**config.mk**
```make
export PLATFORM = sky130hd
export DESIGN_NAME = rtcc_timekeeper
export DESIGN_NICKNAME = d
export VERILOG_FILES = /design/src/design/rtcc_pkg.sv /design/src/design/rtcc_tick_if.sv /design/src/design/rtcc_divider.sv /design/src/design/rtcc_supply.sv /design/src/design/rtcc_timekeeper.sv
export SDC_FILE = /design/constraint.sdc
export NUM_CORES = 1
export LEC_CHECK = 0
export BUFFER_PORTS_ARGS = -buffer_cell sky130_fd_sc_hd__clkbuf_2
export CELL_PAD_IN_SITES_DETAIL_PLACEMENT = 0
export CELL_PAD_IN_SITES_GLOBAL_PLACEMENT = 1
export CORE_MARGIN = 2
export CORE_UTILIZATION = 40
export DETAILED_ROUTE_END_ITERATION = 6
export PLACE_DENSITY_LB_ADDON = 0.1
export SLEW_MARGIN = 20
export SYNTH_ARGS = -nofsm -noshare
export SYNTH_HDL_FRONTEND = slang
export SYNTH_SLANG_ARGS = --single-unit
```
**constraint.sdc**
```tcl
create_clock -name clk_sys -period 4.6 [get_ports clk_sys]
set_input_delay 1.15 -clock clk_sys [delete_from_list [all_inputs] [get_ports clk_sys]]
set_output_delay 1.15 -clock clk_sys [all_outputs]
set_load 0.05 [all_outputs]
```
**src/design/rtcc_pkg.sv**
```systemverilog
package rtcc_pkg;
    localparam int unsigned CRYSTAL_HZ = 32768;
    localparam int unsigned SQUARE_HZ = 512;
    localparam int unsigned CORR_DEN = 7;
    localparam int unsigned NUM_FIELDS = 7;
    localparam int unsigned CAL_W = 6;

    localparam logic [4:0] ADDR_CLOCK_CTL = 5'h00;
    localparam logic [4:0] ADDR_CAL_CTL = 5'h01;
    localparam logic [4:0] ADDR_SECONDS = 5'h02;
    localparam logic [4:0] ADDR_YEARS = 5'h08;
    localparam logic [4:0] ADDR_COMPANION = 5'h0B;

    localparam int BIT_SNAPSHOT = 0;
    localparam int BIT_LOCK = 1;
    localparam int BIT_CAL_MODE = 2;
    localparam int BIT_CAL_SIGN = 5;
    localparam int BIT_TRICKLE = 2;

    localparam int F_SEC = 0;
    localparam int F_MIN = 1;
    localparam int F_HOUR = 2;
    localparam int F_DAY = 3;
    localparam int F_DATE = 4;
    localparam int F_MONTH = 5;
    localparam int F_YEAR = 6;

    localparam logic [7:0] BCD_ZERO = 8'h00;
    localparam logic [7:0] BCD_ONE = 8'h01;
    localparam logic [7:0] SEC_MAX = 8'h59;
    localparam logic [7:0] HOUR_MAX = 8'h23;
    localparam logic [7:0] DAY_MAX = 8'h07;
    localparam logic [7:0] MONTH_MAX = 8'h12;
    localparam logic [7:0] YEAR_MAX = 8'h99;
    localparam logic [7:0] MON_FEB = 8'h02;
    localparam logic [7:0] DAYS_FEB = 8'h28;
    localparam logic [7:0] DAYS_FEB_LEAP = 8'h29;
    localparam logic [7:0] DAYS_SHORT = 8'h30;
    localparam logic [7:0] DAYS_LONG = 8'h31;

    typedef logic [NUM_FIELDS-1:0][7:0] rtcc_time_t;

    // year, month, date, day, hours, minutes, seconds
    localparam rtcc_time_t TIME_RESET = 56'h00_01_01_01_00_00_00;
    localparam rtcc_time_t FIELD_MASK = 56'hFF_1F_3F_07_3F_7F_7F;
    localparam logic [CAL_W-1:0] CAL_NONE = 6'h00;
endpackage

```
**src/design/rtcc_tick_if.sv**
```systemverilog
`timescale 1ns/1ps
interface rtcc_tick_if;
    logic sec_tick;
    logic sq512;
    logic [rtcc_pkg::CAL_W-1:0] cal_code;
    modport src (output sec_tick, output sq512, input cal_code);
    modport dst (input sec_tick, input sq512, output cal_code);
endinterface

```
**src/design/rtcc_divider.sv**
```systemverilog
`timescale 1ns/1ps
module rtcc_divider #(
    parameter int unsigned DIV_COUNT = rtcc_pkg::CRYSTAL_HZ
) (
    input wire logic clk_sys,
    input wire logic srst,
    input wire logic osc_tick,
    rtcc_tick_if.src tk
);
    localparam int unsigned CW = $clog2(DIV_COUNT) + 1;
    localparam int SQ_BIT = $clog2(rtcc_pkg::CRYSTAL_HZ / rtcc_pkg::SQUARE_HZ) - 1;

    generate
        if (DIV_COUNT < 128 || DIV_COUNT % 64 != 0) begin : g_bad
            $error("divider count must be a multiple of 64, at least 128");
        end
    endgenerate

    logic [CW-1:0] cnt;
    logic [6:0] acc;
    logic sec_tick;
    logic sq;

    // one correction pulse per crystal tick while the credit lasts
    wire corr = osc_tick && (acc >= 7'(rtcc_pkg::CORR_DEN));
    wire sign = tk.cal_code[rtcc_pkg::BIT_CAL_SIGN];
    wire [1:0] step = corr ? (sign ? 2'h2 : 2'h0) : 2'h1;
    wire [CW:0] sum = {1'b0, cnt} + (CW+1)'(step);
    wire wrap = sum >= (CW+1)'(DIV_COUNT);
    wire [CW-1:0] cnt_wrapped = CW'(sum - (CW+1)'(DIV_COUNT));
    wire [CW-1:0] next_cnt = !osc_tick ? cnt : (wrap ? cnt_wrapped : sum[CW-1:0]);
    wire [6:0] add = sec_tick ? {2'h0, tk.cal_code[4:0]} : 7'h00;
    wire [6:0] sub = corr ? 7'(rtcc_pkg::CORR_DEN) : 7'h00;
    wire [6:0] next_acc = acc + add - sub;

    always_ff @(posedge clk_sys) begin
        if (srst) begin
            cnt <= '0;
            acc <= 7'h00;
            sec_tick <= 1'b0;
            sq <= 1'b0;
        end else begin
            cnt <= next_cnt;
            acc <= next_acc;
            sec_tick <= osc_tick && wrap;
            sq <= cnt[SQ_BIT];
        end
    end

    assign tk.sec_tick = sec_tick;
    assign tk.sq512 = sq;

    property p_sec_tick;
        @(posedge clk_sys) disable iff (srst)
        (osc_tick && !corr && cnt == CW'(DIV_COUNT - 1)) |=> sec_tick;
    endproperty
    a_sec_tick: assert property (p_sec_tick) else $error("second tick missed");

    property p_add_pulse;
        @(posedge clk_sys) disable iff (srst)
        (corr && sign && !wrap) |=> cnt == CW'($past(cnt) + 2);
    endproperty
    a_add_pulse: assert property (p_add_pulse) else $error("pulse not added");
endmodule

```
**src/design/rtcc_supply.sv**
```systemverilog
`timescale 1ns/1ps
module rtcc_supply (
    input wire logic clk_sys,
    input wire logic srst,
    input wire logic vdd_low,
    input wire logic backup_supply_pin_full,
    input wire logic trickle_en,
    output logic backup_select,
    output logic charge_on
);
    // charging needs the main supply; it stops once backup_supply_pin_full is set
    wire next_charge = trickle_en && !backup_supply_pin_full && !vdd_low;

    always_ff @(posedge clk_sys) begin
        if (srst) begin
            backup_select <= 1'b0;
            charge_on <= 1'b0;
        end else begin
            backup_select <= vdd_low;
            charge_on <= next_charge;
        end
    end

    property p_switch;
        @(posedge clk_sys) disable iff (srst)
        vdd_low |=> backup_select && !charge_on;
    endproperty
    a_switch: assert property (p_switch) else $error("no backup switchover");

    property p_charge;
        @(posedge clk_sys) disable iff (srst)
        (trickle_en && !backup_supply_pin_full && !vdd_low) |=> charge_on;
    endproperty
    a_charge: assert property (p_charge) else $error("trickle charge not on");
endmodule

```
**src/design/rtcc_timekeeper.sv**
```systemverilog
`timescale 1ns/1ps
module rtcc_timekeeper #(
    parameter int unsigned DIV_COUNT = rtcc_pkg::CRYSTAL_HZ
) (
    input wire logic clk_sys,
    input wire logic srst,
    input wire logic osc_tick,
    input wire logic [4:0] reg_addr,
    input wire logic [7:0] reg_wdata,
    input wire logic reg_wr,
    input wire logic reg_rd,
    output logic [7:0] reg_rdata,
    input wire logic pfo_in,
    input wire logic vdd_low,
    input wire logic backup_supply_pin_full,
    input wire logic [5:0] nv_cal_code,
    output logic nv_cal_write,
    output logic [5:0] nv_cal_data,
    output logic shared_cal_powerfail_pin,
    output logic backup_supply_select,
    output logic backup_supply_pin_charge
);
    rtcc_tick_if tk ();

    logic snap;
    logic lock;
    logic cal_mode;
    logic trickle_charge_enable;
    logic [5:0] cal_code;
    logic pend;
    logic pin;
    rtcc_pkg::rtcc_time_t hold;
    rtcc_pkg::rtcc_time_t core;
    rtcc_pkg::rtcc_time_t core_adv;
    rtcc_pkg::rtcc_time_t next_hold;
    rtcc_pkg::rtcc_time_t next_core;
    logic [7:0] next_rdata;

    function automatic logic [8:0] bcd_step(
        input logic [7:0] v,
        input logic [7:0] lo,
        input logic [7:0] hi
    );
        // the >= also pulls an out-of-range code back into range
        if (v >= hi) begin
            return {1'b1, lo};
        end
        if (v[3:0] >= 4'h9) begin
            return {1'b0, v[7:4] + 4'h1, 4'h0};
        end
        return {1'b0, v + 8'h01};
    endfunction

    function automatic logic leap_year(input logic [7:0] y);
        if (y[4]) begin
            return (y[3:0] == 4'h2) || (y[3:0] == 4'h6);
        end
        return (y[3:0] == 4'h0) || (y[3:0] == 4'h4) || (y[3:0] == 4'h8);
    endfunction

    function automatic logic [7:0] month_days(
        input logic [7:0] m,
        input logic [7:0] y
    );
        if (m == rtcc_pkg::MON_FEB) begin
            return leap_year(y) ? rtcc_pkg::DAYS_FEB_LEAP : rtcc_pkg::DAYS_FEB;
        end
        case (m)
            8'h04, 8'h06, 8'h09, 8'h11: return rtcc_pkg::DAYS_SHORT;
            default: return rtcc_pkg::DAYS_LONG;
        endcase
    endfunction

    function automatic rtcc_pkg::rtcc_time_t time_inc(input rtcc_pkg::rtcc_time_t t);
        rtcc_pkg::rtcc_time_t r;
        logic [8:0] s;
        logic [7:0] mdays;
        r = t;
        mdays = month_days(t[rtcc_pkg::F_MONTH], t[rtcc_pkg::F_YEAR]);
        s = bcd_step(t[rtcc_pkg::F_SEC], rtcc_pkg::BCD_ZERO, rtcc_pkg::SEC_MAX);
        r[rtcc_pkg::F_SEC] = s[7:0];
        if (s[8]) begin
            s = bcd_step(t[rtcc_pkg::F_MIN], rtcc_pkg::BCD_ZERO, rtcc_pkg::SEC_MAX);
            r[rtcc_pkg::F_MIN] = s[7:0];
            if (s[8]) begin
                s = bcd_step(t[rtcc_pkg::F_HOUR], rtcc_pkg::BCD_ZERO, rtcc_pkg::HOUR_MAX);
                r[rtcc_pkg::F_HOUR] = s[7:0];
                if (s[8]) begin
                    s = bcd_step(t[rtcc_pkg::F_DAY], rtcc_pkg::BCD_ONE, rtcc_pkg::DAY_MAX);
                    r[rtcc_pkg::F_DAY] = s[7:0];
                    s = bcd_step(t[rtcc_pkg::F_DATE], rtcc_pkg::BCD_ONE, mdays);
                    r[rtcc_pkg::F_DATE] = s[7:0];
                    if (s[8]) begin
                        s = bcd_step(t[rtcc_pkg::F_MONTH], rtcc_pkg::BCD_ONE,
                            rtcc_pkg::MONTH_MAX);
                        r[rtcc_pkg::F_MONTH] = s[7:0];
                        if (s[8]) begin
                            s = bcd_step(t[rtcc_pkg::F_YEAR], rtcc_pkg::BCD_ZERO,
                                rtcc_pkg::YEAR_MAX);
                            r[rtcc_pkg::F_YEAR] = s[7:0];
                        end
                    end
                end
            end
        end
        return r;
    endfunction

    rtcc_divider #(
        .DIV_COUNT(DIV_COUNT)
    ) u_divider (
        .clk_sys(clk_sys),
        .srst(srst),
        .osc_tick(osc_tick),
        .tk(tk.src)
    );

    rtcc_supply u_supply (
        .clk_sys(clk_sys),
        .srst(srst),
        .vdd_low(vdd_low),
        .backup_supply_pin_full(backup_supply_pin_full),
        .trickle_en(trickle_charge_enable),
        .backup_select(backup_supply_select),
        .charge_on(backup_supply_pin_charge)
    );

    assign tk.cal_code = cal_code;

    // register decode
    wire wr_ctl = reg_wr && (reg_addr == rtcc_pkg::ADDR_CLOCK_CTL);
    wire wr_cal = reg_wr && (reg_addr == rtcc_pkg::ADDR_CAL_CTL);
    wire wr_comp = reg_wr && (reg_addr == rtcc_pkg::ADDR_COMPANION);
    wire in_time = (reg_addr >= rtcc_pkg::ADDR_SECONDS) && (reg_addr <= rtcc_pkg::ADDR_YEARS);
    wire wr_time = reg_wr && in_time;
    wire [2:0] time_idx = 3'(reg_addr - rtcc_pkg::ADDR_SECONDS);

    wire w_snap = reg_wdata[rtcc_pkg::BIT_SNAPSHOT];
    wire w_lock = reg_wdata[rtcc_pkg::BIT_LOCK];
    wire w_cal_mode = reg_wdata[rtcc_pkg::BIT_CAL_MODE];
    wire snap_rise = wr_ctl && w_snap && !snap;
    wire lock_fall = wr_ctl && !w_lock && lock;

    wire next_snap = wr_ctl ? w_snap : snap;
    wire next_lock = wr_ctl ? w_lock : lock;
    wire next_cal_mode = wr_ctl ? w_cal_mode : cal_mode;
    wire next_trickle = wr_comp ? reg_wdata[rtcc_pkg::BIT_TRICKLE] : trickle_charge_enable;
    // the code is only taken while calibration mode is already on
    wire cal_take = wr_cal && cal_mode;
    wire [5:0] next_cal = cal_take ? reg_wdata[rtcc_pkg::CAL_W-1:0] : cal_code;

    // a tick during the write lock is dropped: the new time starts fresh
    wire next_pend = tk.sec_tick || (pend && lock && !lock_fall);
    wire next_pin = cal_mode ? tk.sq512 : pfo_in;

    // a pending step is folded in here, so a snapshot never sees a stale core
    assign core_adv = pend ? time_inc(core) : core;

    always_comb begin
        next_core = core;
        if (lock_fall) begin
            next_core = hold;
        end else if (!lock) begin
            next_core = core_adv;
        end
    end

    always_comb begin
        next_hold = hold;
        if (wr_time) begin
            next_hold[time_idx] = reg_wdata & rtcc_pkg::FIELD_MASK[time_idx];
        end else if (snap_rise) begin
            next_hold = core_adv;
        end else if (!snap && !lock) begin
            next_hold = core_adv;
        end
    end

    always_comb begin
        next_rdata = rtcc_pkg::BCD_ZERO;
        if (in_time) begin
            next_rdata = hold[time_idx];
        end
        case (reg_addr)
            rtcc_pkg::ADDR_CLOCK_CTL: begin
                next_rdata[rtcc_pkg::BIT_SNAPSHOT] = snap;
                next_rdata[rtcc_pkg::BIT_LOCK] = lock;
                next_rdata[rtcc_pkg::BIT_CAL_MODE] = cal_mode;
            end
            rtcc_pkg::ADDR_CAL_CTL: begin
                next_rdata[rtcc_pkg::CAL_W-1:0] = cal_code;
            end
            rtcc_pkg::ADDR_COMPANION: begin
                next_rdata[rtcc_pkg::BIT_TRICKLE] = trickle_charge_enable;
            end
            default: begin
            end
        endcase
    end

    always_ff @(posedge clk_sys) begin
        if (srst) begin
            snap <= 1'b0;
            lock <= 1'b0;
            cal_mode <= 1'b0;
            trickle_charge_enable <= 1'b0;
            pend <= 1'b0;
        end else begin
            snap <= next_snap;
            lock <= next_lock;
            cal_mode <= next_cal_mode;
            trickle_charge_enable <= next_trickle;
            pend <= next_pend;
        end
    end

    // reset reloads the code from the nonvolatile cell, not a constant
    always_ff @(posedge clk_sys) begin
        if (srst) begin
            cal_code <= nv_cal_code;
            nv_cal_write <= 1'b0;
            nv_cal_data <= rtcc_pkg::CAL_NONE;
        end else begin
            cal_code <= next_cal;
            nv_cal_write <= cal_take;
            nv_cal_data <= reg_wdata[rtcc_pkg::CAL_W-1:0];
        end
    end

    always_ff @(posedge clk_sys) begin
        if (srst) begin
            core <= rtcc_pkg::TIME_RESET;
            hold <= rtcc_pkg::TIME_RESET;
        end else begin
            core <= next_core;
            hold <= next_hold;
        end
    end

    always_ff @(posedge clk_sys) begin
        if (srst) begin
            pin <= 1'b1;
            reg_rdata <= rtcc_pkg::BCD_ZERO;
        end else begin
            pin <= next_pin;
            if (reg_rd) begin
                reg_rdata <= next_rdata;
            end
        end
    end

    assign shared_cal_powerfail_pin = pin;

    property p_snap_copy;
        @(posedge clk_sys) disable iff (srst)
        (snap_rise && !lock) |=> (hold == core);
    endproperty
    a_snap_copy: assert property (p_snap_copy) else $error("snapshot not copied");

    property p_pend_first;
        @(posedge clk_sys) disable iff (srst)
        (snap_rise && pend && !lock) |=> (hold == time_inc($past(core)));
    endproperty
    a_pend_first: assert property (p_pend_first) else $error("pending step lost");

    property p_frozen;
        @(posedge clk_sys) disable iff (srst)
        (snap && !wr_time && !wr_ctl) ##1 (snap && !wr_time) |=> $stable(hold);
    endproperty
    a_frozen: assert property (p_frozen) else $error("holding changed in snapshot");

    property p_lock_hold;
        @(posedge clk_sys) disable iff (srst)
        (lock && !wr_time && !snap_rise) |=> $stable(hold);
    endproperty
    a_lock_hold: assert property (p_lock_hold) else $error("holding changed in lock");

    property p_lock_load;
        @(posedge clk_sys) disable iff (srst)
        lock_fall |=> (core == $past(hold)) && (pend == $past(tk.sec_tick));
    endproperty
    a_lock_load: assert property (p_lock_load) else $error("core not loaded");

    property p_core_run;
        @(posedge clk_sys) disable iff (srst)
        (pend && !lock) |=> (core == time_inc($past(core)));
    endproperty
    a_core_run: assert property (p_core_run) else $error("core missed a step");

    property p_core_lock;
        @(posedge clk_sys) disable iff (srst)
        (lock && !lock_fall) |=> $stable(core);
    endproperty
    a_core_lock: assert property (p_core_lock) else $error("core moved in lock");

    property p_cal_ignore;
        @(posedge clk_sys) disable iff (srst)
        (wr_cal && !cal_mode) |=> $stable(cal_code) && !nv_cal_write;
    endproperty
    a_cal_ignore: assert property (p_cal_ignore) else $error("code written outside");

    property p_pin_cal;
        @(posedge clk_sys) disable iff (srst)
        cal_mode |=> (shared_cal_powerfail_pin == $past(tk.sq512));
    endproperty
    a_pin_cal: assert property (p_pin_cal) else $error("pin not square wave");

    property p_pin_pf;
        @(posedge clk_sys) disable iff (srst)
        !cal_mode |=> (shared_cal_powerfail_pin == $past(pfo_in));
    endproperty
    a_pin_pf: assert property (p_pin_pf) else $error("pin not powerfail");
endmodule

```
Yosys cells after proc, flatten, opt, wreduce, memory -nomap -nowiden. Memory sizes are Yosys's and may differ from the RTL's. Cells that the tools add are included.

Register bits after elaboration: 166. Bits in read-only memories: 64. Word-level logic and storage cells: 250. Bits in latches: 0. Memory bits (writable): 0. Memories: 1.

Memory list: (no name shown) (words 8, width 8, read ports 1, clocked after Yosys merged registers in 0, write ports 0, line rtcc_timekeeper.sv:171) `next_hold[time_idx] = reg_wdata & rtcc_pkg::FIELD_MASK[time_idx];`.

Multipliers: 0. Equal/unequal tests: 12. Reductions and logical operators: 33. Bitwise operators: 1. $add $sub $neg: 19. Shift operators: 0. Multiplexer cells: 134. Magnitude comparators: 20. Divide/modulo/power cells: 0.

Operators by type and width (count): 2-to-1 mux 56 bit (6); 2-to-1 mux 9 bit (30); 2-to-1 mux 8 bit (15); 2-to-1 mux 1 bit (66); adder 8 x 1 -> 8 bit, second input constant (7); bitwise mux 56 bit (1); 2-to-1 mux 48 bit (1); 2-to-1 mux 40 bit (1); 2-to-1 mux 16 bit (2); 2-to-1 mux 32 bit (1); adder 4 x 1 -> 4 bit, second input constant (7); greater-or-equal comparator 4 bit, second input constant (7); binary-select mux 8 bit (select 3 bit) (1); demux 8 bit (select 3 bit) (1); logical AND 1 bit (18); adder 16 x 2 -> 17 bit (1); greater-or-equal comparator 17 x 16 -> 1 bit, second input constant (1); equality test 8 x 3 -> 1 bit, second input constant (2); greater-or-equal comparator 8 x 7 -> 1 bit, second input constant (2); subtractor 16 bit, second input constant (1); 2-to-1 mux 6 bit (2); AND 8 bit (1); equality test 4 x 3 -> 1 bit, second input constant (2); equality test 8 x 2 -> 1 bit, second input constant (1); 32 further kinds (42).

Longest topological paths before layout. Gate-level depths: netlist of run 1.

Depth after elaboration: 69. Depth in mapped cells: 15. Mapped depth without buffers: 15.

By module. A second synthesis of run 1 with hierarchy kept.

Cells, all modules: 1224. Area, all modules: 10198.5 sq um.

Modules (own cells, without submodules): rtcc_timekeeper (times used 1, cells an instance 1040, sequential area each 2842.7 sq um, area an instance 8587.0 sq um); rtcc_divider (times used 1, cells an instance 180, sequential area each 500.5 sq um, area an instance 1550.2 sq um); rtcc_supply (times used 1, cells an instance 4, sequential area each 40.0 sq um, area an instance 61.3 sq um).

Worst setup path after synthesis of run 1. Ideal clock, no wire load.

Kind: input to register. From: input port osc_tick. To: register u_divider.acc[6]. Required time: 4.530 ns. Library setup time: 0.070 ns. Slack: 0.740 ns. Arrival: 3.790 ns. Path buffers: 1. Stages: 11. Cells stage by stage: clkbuf_1 > a21boi_0 > fa_1 > inv_1 > ha_1 > nor2b_1 > o21ai_0 > a21boi_0 > o21a_1 > or3_1 > a21oi_1.

Cells in the longest elaborated chain, start to end: 3.

RTL lines: start: declaration (line rtcc_timekeeper.sv:7) `input wire logic osc_tick,`; logical AND 1 bit (line rtcc_divider.sv:25) `wire corr = osc_tick && (acc >= 7'(rtcc_pkg::CORR_DEN));`; 2-to-1 mux 3 bit (line rtcc_divider.sv:33) `wire [6:0] sub = corr ? 7'(rtcc_pkg::CORR_DEN) : 7'h00;`; subtractor 7 bit (line rtcc_divider.sv:34) `wire [6:0] next_acc = acc + add - sub;`; end signal: assignment (line rtcc_divider.sv:44) `acc <= next_acc;`; end: declaration (line rtcc_divider.sv:20) `logic [6:0] acc;`.

Every way passes these cells. A chain may end at the register's enable or synchronous reset.

Worst setup path after layout of run 1.
From: register core[44] in the netlist's numbering. To: register core[49] in the netlist's numbering.

Cells in the longest elaborated chain, start to end: 20. Elaborated cells between the ends (all ways): 37. Classes of those cells: 2 x order compare; 5 x eq/ne; 29 x mux; 1 x reduce/logical.

RTL lines: start: declaration (line rtcc_timekeeper.sv:33) `rtcc_pkg::rtcc_time_t core;`; start signal: assignment (line rtcc_timekeeper.sv:232) `core <= rtcc_pkg::TIME_RESET;`; start signal: assignment (line rtcc_timekeeper.sv:235) `core <= next_core;`; equality test 8 x 3 -> 1 bit (tied with other cells) (line rtcc_timekeeper.sv:68) `case (m)`; OR reduction 4 bit (line rtcc_timekeeper.sv:68); 2-to-1 mux 1 bit (line rtcc_timekeeper.sv:68); 2-to-1 mux 8 bit (line rtcc_timekeeper.sv:68); greater-or-equal comparator 8 bit (line rtcc_timekeeper.sv:45) `if (v >= hi) begin`; 2-to-1 mux 1 bit (line rtcc_timekeeper.sv:45); 2-to-1 mux 1 bit (line rtcc_timekeeper.sv:88) `if (s[8]) begin`; 2-to-1 mux 1 bit (line rtcc_timekeeper.sv:85) `if (s[8]) begin`; (+4 left out); 2-to-1 mux 9 bit (line rtcc_timekeeper.sv:82) `if (s[8]) begin`; 2-to-1 mux 16 bit * (line rtcc_timekeeper.sv:93) `if (s[8]) begin`; 2-to-1 mux 32 bit * (line rtcc_timekeeper.sv:88); 2-to-1 mux 40 bit * (line rtcc_timekeeper.sv:85); 2-to-1 mux 48 bit * (line rtcc_timekeeper.sv:82); 2-to-1 mux 56 bit * (line rtcc_timekeeper.sv:157) `assign core_adv = pend ? time_inc(core) : core;`; 2-to-1 mux 56 bit * (line rtcc_timekeeper.sv:163) `end else if (!lock) begin`; 2-to-1 mux 56 bit * (line rtcc_timekeeper.sv:161) `if (lock_fall) begin`.

Every way passes the cells marked *; elsewhere a longest branch is shown, timed or not. The select of a mux whose other input is x is not followed.

==> results.md, run 1 <==
* Run status: finished, final reports clean
* Share of synthesized cell area in and, or, nand and nor gates at 21.21%
* Count of final max-slew check failures at 0
* Final setup violation count at 0
* Smallest hold slack at 0.4669 ns
* Final wirelength at 31630 µm
* Transition time at the pin with the least slew margin at 0.8664 ns
* WL/cell at 20.17 µm
* Share of the yosys chip area belonging to registers at 33.72%
* Area growth, synth to finish at 10.95%
* Final estimated routing congestion in global placement at 0.8299
* Reg2reg end: core[49]
* Maximum clock frequency at 252.6 MHz
* Total Neg Setup Slack at 0 ns
* Via density per instance at 5.857
* Crit path DAT at 4.33 ns
* Max-cap violations at 0
* Cells after synthesis at 1224
* DP Cell Count at 1536
* Path depth of the worst reg2reg path at 13
* Critical Path Start: core[44]
* Critical path peak fanout at 16
* Master of the slowest instance on the critical path: sky130_fd_sc_hd__nand3_1
* Std cell rows at 57
* Launching element type of the critical path: flop
* Sequence of cells on the critical path: inv_1 -> ha_1 -> nor2b_1 -> nand4b_1 -> nor3_1 -> a31oi_1 -> ha_1 -> or4b_1 -> nand4_1 -> nand2_1 -> nand3_1 -> mux2_2 -> a21oi_1
* Number of synthesized flops with an enable pin at 6
* Cell seen most often among critical-path stages: sky130_fd_sc_hd__ha_1
* Synth Net Count at 1315
* Fraction of registers with async set or reset after synthesis at 0%
* Maximum buffer depth of the clock tree at 2
* Remaining Overflow, GRT at 0
* Share of the synthesized area in compound gates (AO/OA/AOI/OAI) at 24.39%
* CTS-repair resized insts at 0
* First-pass GRT wire length at 49980 µm
* Leak Pwr at 4.195 nW
* Area of the mapped netlist at 10030 µm²
* Endpoints failing hold at 0
* Post-synthesis mux area share at 5.661%
* Fin cells at 1568
* CTS tree: yes
* Highest cell delay on the worst timing path at 0.55 ns
* IO Pins at 45
* End of the critical path: core[49]
* Vias at 9183
* Maximum number of pins on one net before global-route repair at 63
* Largest family of logic cells by synthesized area: compound AO/OA/AOI/OAI gates
* Adder-cell share of the synthesized area at 8.279%
* Maximum VDD drop at 175.3 µV
* Yosys synthesis warning count at 0
* Router iterations before antenna repair at 5
* Worst hold path type: reg2reg
* Time the worst path needs with I/O delays and setup at 3.958 ns
* Unrepaired setup endpoints after global routing: false
* Post-route clock period utilization at 86.05%
* Worst EP required at 4.97 ns
* Mapped Avg Cell Area at 8.198 µm²
* End-of-flow core utilization at 45.51%
* Post-layout net count at 1322
* Total number of H-tree levels at 4
* Fraction of layout instances using a drive strength above 1 at 11.90%
* Worst reg2reg startpoint: core[44]
* Leading cell type in the layout, fill and taps excluded: sky130_fd_sc_hd__nand2_1
* Antenna-violating nets left at 0
* Headroom to the max-slew limit at 41.63%
* Total of buffers placed on input and output ports at 44
* Total of flip-flops plus latches after synthesis at 166
* Crit. End Element: flop
* Horizontal extent of the die at 162.4 µm
* Number of buffers inserted to repair setup after CTS at 0
* Clock latency reported for the late side of the worst-skew pair at 0.44 ns
* Post-route clock skew at 0.01585 ns
* Clk sinks at 166
* Antenna diodes at 0
* Global-route usage over all layers at 24.31%
* Xor/xnor cell area share of the yosys netlist at 1.222%
* Clock Pin Slew Worst Setup and Hold Paths at 0.07 ns
* Number of DRC violations after detailed-routing iteration 0 at 874
* Core Region at 24460 µm²
* Die outline area at 26370 µm²
* Clock tree root buffer cell: sky130_fd_sc_hd__clkbuf_16
* Final HPWL from detailed placement at 22590 µm
* Via count of the first global-routing pass at 8751
* Synth unique cells at 83
* Total clock buffers created by CTS at 17
* Setup CP Type: reg2reg
* Most frequent cells in the layout: sky130_fd_sc_hd__nand2_1 (167), sky130_fd_sc_hd__dfxtp_1 (159), sky130_fd_sc_hd__nor2_1 (106)
* # DRC at 0
* Die Span Y at 162.4 µm
* Antenna violations before repair at 0
* Total power density per cell area at 336.2 nW/µm²
* Initial standard-cell utilization of the core at 41.02%
* Cts-stage hold buffer count at 0
* Flip-flop cell with the highest count after synthesis: sky130_fd_sc_hd__dfxtp_1
* Reg-to-reg slack, setup at 0.64 ns
## critical path, delay by kind of cell (launching register included)
kind | cells | cell delay (ns)
AOI/OAI and AO/OA | 2 | 0.42
muxes | 1 | 0.41
DFF | 1 | 0.49
and+or+nand+nor | 7 | 1.99
adders and majority gates | 2 | 0.51
buffers and inverters | 1 | 0.08
## cells by family after synthesis
kind of cell               Yosys count
buffers and inverters              138
AOI/OAI and AO/OA                  354
xor gates and xnor gates            14
DFF                                166
muxes                               45
adders and majority gates           64
and+or+nand+nor                    443
## routing by layer
layer / track usage, % / vias up / wire length (µm)
li1: - / 4473 / -
met1: 34.10 / 4444 / 15170
met2: 39.40 / 232 / 14660
met3: 3.336 / 34 / 1355
met4: 6.396 / 0 / 449
met5: 0 / - / 0
## metrics by stage
step / worst slack [ns] / total power, mW / instance area (µm²)
final: 0.6415 / 3.743 / 11130
after detailed placement: 0.7052 / 2.252 / 10520
after global placement: 0.8208 / 2.248 / 10520
after floorplan: 0.7397 / 2.070 / 10030
after CTS: 0.6864 / 3.768 / 11130
after global routing: 0.2746 / 3.922 / 11130
## power breakdown
group	leakage, nW	internal [mW]	total (mW)	switching [mW]
registers	1.36	1.51	1.56	0.0491
clock network	0.298	0.822	1.52	0.701
logic	2.54	0.260	0.658	0.398
## cell type report
cell class | count | area [µm²]
Fill cell | 2495 | 13330
Multi-Input combinational cell | 920 | 6110
Sequential cell | 166 | 3385
Clock buffer | 19 | 464.2
Tap cell | 324 | 405.4
Timing Repair Buffer | 67 | 395.4
Inverter | 59 | 221.5
Clock inverter | 13 | 152.6
## how the worst min path moves through the flow
stage | from | to | depth (start not counted)
2_1_floorplan | u_divider.tk.sq512 | shared_cal_powerfail_pin | 2
3_3_place_gp | u_divider.cnt[15] | u_divider.cnt[15] | 2
3_5_place_dp | reg_rdata[7] | reg_rdata[7] | 2
4_1_cts | u_divider.cnt[15] | u_divider.cnt[15] | 2
5_1_grt | reg_rdata[6] | reg_rdata[6] | 2
6_report | u_divider.cnt[15] | u_divider.cnt[15] | 2
## Yosys cell counts, types with 11 or more instances
master | number | share of area [%]
sky130_fd_sc_hd__a211oi_1 | 36 | 2.7
sky130_fd_sc_hd__a21o_1 | 17 | 1.3
sky130_fd_sc_hd__a21oi_1 | 82 | 4.1
sky130_fd_sc_hd__a221oi_1 | 11 | 0.96
sky130_fd_sc_hd__a22oi_1 | 20 | 1.5
sky130_fd_sc_hd__a311oi_1 | 36 | 3.1
sky130_fd_sc_hd__and3_1 | 29 | 1.8
sky130_fd_sc_hd__buf_2 | 17 | 0.85
sky130_fd_sc_hd__clkbuf_1 | 51 | 1.9
sky130_fd_sc_hd__dfxtp_1 | 160 | 32
sky130_fd_sc_hd__ha_1 | 60 | 7.5
sky130_fd_sc_hd__inv_1 | 57 | 2.1
sky130_fd_sc_hd__mux2_2 | 14 | 1.6
sky130_fd_sc_hd__mux2i_1 | 23 | 2.3
sky130_fd_sc_hd__nand2_1 | 167 | 6.2
sky130_fd_sc_hd__nand3_1 | 26 | 1.3
sky130_fd_sc_hd__nor2_1 | 106 | 4.0
sky130_fd_sc_hd__nor2b_1 | 24 | 1.5
sky130_fd_sc_hd__nor3_1 | 13 | 0.65
sky130_fd_sc_hd__o211ai_1 | 11 | 0.82
sky130_fd_sc_hd__o21ai_0 | 63 | 3.1
## registers in the layout, summed over array words and instances, names as in the netlist
signal                    count
pend                          1
u_divider.tk.sec_tick         1
trickle_charge_enable         1
u_divider.acc                 7
u_divider.cnt                16
u_divider.tk.sq512            1
shared_cal_powerfail_pin      1
u_supply.backup_select        1
core                         56
lock                          1
u_supply.charge_on            1
nv_cal_data                   6
snap                          1
reg_rdata                     8
nv_cal_write                  1
hold                         56
cal_mode                      1
cal_code                      6
Note: power is estimated with default switching activity, not from simulation.
==> inputs of run 2 (changes only) <==
--- a/config.mk
+++ b/config.mk
@@ -12,6 +12,7 @@
 export CORE_UTILIZATION = 40
 export DETAILED_ROUTE_END_ITERATION = 6
 export PLACE_DENSITY_LB_ADDON = 0.1
+export RECOVER_POWER = 100
 export SLEW_MARGIN = 20
 export SYNTH_ARGS = -nofsm -noshare
 export SYNTH_HDL_FRONTEND = slang
==> run 2 against run 1 <==
Combinational power fell by 0.9%. Largest power group unchanged. Via count is essentially flat. Sequential cell count is the same. Clock power is essentially flat. Power shrank 0.11%. Core utilization decreased by 0.20 points. Sequential share of layout area rose by 0.14 points. Hold slack is essentially flat. Global-route usage did not move. Non-clock buffer count did not move. Die area is the same. Routed wire length grew 0.15%. Critical path type unchanged. Critical endpoint unchanged. The run now ends with max-capacitance violations, max-slew violations left. Largest cell class unchanged.
==> results.md, run 2 (synthesis results as in run 1) <==
* Run status: complete, but fails checks (was finished, final reports clean)
* Failing checks: max-capacitance violations, max-slew violations
* CTS-repair resized insts at 0 (unchanged)
* Post-route clock period utilization at 86.84% (was 86.05%)
* Leading cell type in the layout, fill and taps excluded: sky130_fd_sc_hd__nand2_1 (unchanged)
* Area growth, synth to finish at 10.45% (was 10.95%)
* Final wirelength at 31670 µm (was 31630 µm)
* Router iterations before antenna repair at 6 (was 5)
* Post-route clock skew at 0.01582 ns (was 0.01585 ns)
* First-pass GRT wire length at 49980 µm (unchanged)
* Global-route usage over all layers at 24.31% (unchanged)
* Initial standard-cell utilization of the core at 41.02% (unchanged)
* Headroom to the max-slew limit at -50.01% (was 41.63%)
* Via count of the first global-routing pass at 8751 (unchanged)
* Critical Path Start: core[44] (unchanged)
* Final HPWL from detailed placement at 22590 µm (unchanged)
* Cts-stage hold buffer count at 0 (unchanged)
* Combined area of the multi-input logic cells at 6100 µm² (was 6110 µm²)
* Maximum number of pins on one net before global-route repair at 63 (unchanged)
* # DRC at 0 (unchanged)
* Hold Startpoint: u_divider.cnt[15] (unchanged)
* CTS tree: yes (unchanged)
* Registers with the most flip-flops: core: 56 flops, hold: 56 flops, u_divider.cnt: 16 flops (unchanged)
* Leak Pwr at 4.117 nW (was 4.195 nW)
* Horizontal extent of the die at 162.4 µm (unchanged)
* Number of buffers inserted to repair setup after CTS at 0 (unchanged)
* Clk sinks at 166 (unchanged)
* Max-cap violations at 2 (was 0)
* IO Pins at 45 (unchanged)
* Worst EP required at 4.97 ns (about the same)
* Die Span Y at 162.4 µm (unchanged)
* Total Neg Setup Slack at 0 ns (unchanged)
* Vias at 9184 (was 9183)
* Smallest hold slack at 0.4669 ns (about the same)
* Worst hold path type: reg2reg (unchanged)
* Launching element type of the critical path: flop (unchanged)
* Clock tree root buffer cell: sky130_fd_sc_hd__clkbuf_16 (unchanged)
* Worst reg2reg startpoint: core[44] (unchanged)
* Reg area at 3385 µm² (unchanged)
* Maximum VDD drop at 175.7 µV (was 175.3 µV)
* Most frequent cells in the layout: sky130_fd_sc_hd__nand2_1 (167), sky130_fd_sc_hd__dfxtp_1 (159), sky130_fd_sc_hd__nor2_1 (107) (was sky130_fd_sc_hd__nand2_1 (167), sky130_fd_sc_hd__dfxtp_1 (159), sky130_fd_sc_hd__nor2_1 (106))
* Clock latency reported for the late side of the worst-skew pair at 0.45 ns (was 0.44 ns)
* Number of DRC violations after detailed-routing iteration 0 at 888 (was 874)
* Remaining Overflow, GRT at 0 (unchanged)
* End-of-flow core utilization at 45.31% (was 45.51%)
* Total clock buffers created by CTS at 17 (unchanged)
* Total number of H-tree levels at 4 (unchanged)
* Fill cell count at 2505 (was 2495)
* Clock Pin Slew Worst Setup and Hold Paths at 0.07 ns (about the same)
* Endpoints failing hold at 0 (unchanged)
* Maximum clock frequency at 250.3 MHz (was 252.6 MHz)
* Fraction of layout instances using a drive strength above 1 at 9.807% (was 11.90%)
* WL/cell at 20.20 µm (was 20.17 µm)
* Die outline area at 26370 µm² (unchanged)
* Total power density per cell area at 337.3 nW/µm² (was 336.2 nW/µm²)
* Final estimated routing congestion in global placement at 0.8299 (unchanged)
* Count of final max-slew check failures at 75 (was 0)
* Transition time at the pin with the least slew margin at 2.250 ns (was 0.8664 ns)
* Critical path peak fanout at 16 (unchanged)
* Time the worst path needs with I/O delays and setup at 3.995 ns (was 3.958 ns)
* Post-layout net count at 1322 (unchanged)
* Std cell rows at 57 (unchanged)
* Core Region at 24460 µm² (unchanged)
* Antenna-violating nets left at 0 (unchanged)
* Crit path DAT at 4.36 ns (was 4.33 ns)
* Crit. End Element: flop (unchanged)
* Maximum buffer depth of the clock tree at 2 (unchanged)
* Via density per instance at 5.857 (about the same)
* Total of buffers placed on input and output ports at 44 (unchanged)
* Antenna diodes at 0 (unchanged)
* Antenna violations before repair at 0 (unchanged)
* Setup CP Type: reg2reg (unchanged)
* Final setup violation count at 0 (unchanged)
* Unrepaired setup endpoints after global routing: false (unchanged)
-- run 2: cell count changes in the layout (fill, tap and decap cells not counted), sizes merged --
cell | before | now
buf | 24 | 19
clkbuf | 62 | 67
-- run 2: power by group --
part | internal [mW] | switching, mW | total (mW)
logic | 0.254 | 0.398 | 0.652
clock network | 0.822 | 0.703 | 1.53
registers | 1.51 | 0.0489 | 1.56
total | 2.59 | 1.15 | 3.74
-- run 2: worst max-delay path, cell delays in order, from the launching register on --
cell	delay (ns)
sky130_fd_sc_hd__dfxtp_1	0.49
sky130_fd_sc_hd__inv_1	0.08
sky130_fd_sc_hd__ha_1	0.22
sky130_fd_sc_hd__nor2b_1	0.15
sky130_fd_sc_hd__nand4b_1	0.22
sky130_fd_sc_hd__nor3_1	0.09
sky130_fd_sc_hd__a31oi_1	0.28
sky130_fd_sc_hd__ha_1	0.29
sky130_fd_sc_hd__or4b_1	0.45
sky130_fd_sc_hd__nand4_1	0.14
sky130_fd_sc_hd__nand2_1	0.39
sky130_fd_sc_hd__nand3_1	0.57
sky130_fd_sc_hd__mux2_1	0.40
sky130_fd_sc_hd__a21oi_1	0.15
-- run 2: layer usage --
layer,global-route usage (%),wire (µm)
met1,34.10,15190
met2,39.40,14700
met3,3.336,1323
met4,6.396,466
met5,0,0
-- run 2: layout make-up --
class | count | share of cell area, %
clock buffers | 19 | 4.188
clock inverters | 13 | 1.377
inverters | 59 | 1.998
multi-input cells | 920 | 55.04
flip-flops and latches | 166 | 30.54
well taps | 324 | 3.658
repair buffers | 67 | 3.206
-- run 2: path summary, 6_finish.rpt --
path	endpoint	slack [ns]	cells past startpoint
max	core[49]	0.61	13
min	u_divider.cnt[15]	0.47	2
max reg2reg	core[49]	0.61	13
min reg2reg	u_divider.cnt[15]	0.47	2
-- run 2: through the flow --
step / instances / total power, mW / setup WS (ns) / cell area [µm²]
after CTS: 1568 / 3.768 / 0.6864 / 11130
final: 1568 / 3.739 / 0.6053 / 11080
after detailed placement: 1536 / 2.252 / 0.7052 / 10520
after floorplan: 1224 / 2.070 / 0.7397 / 10030
after global placement: 1536 / 2.248 / 0.8208 / 10520
after global routing: 1568 / 3.916 / 0.2191 / 11080
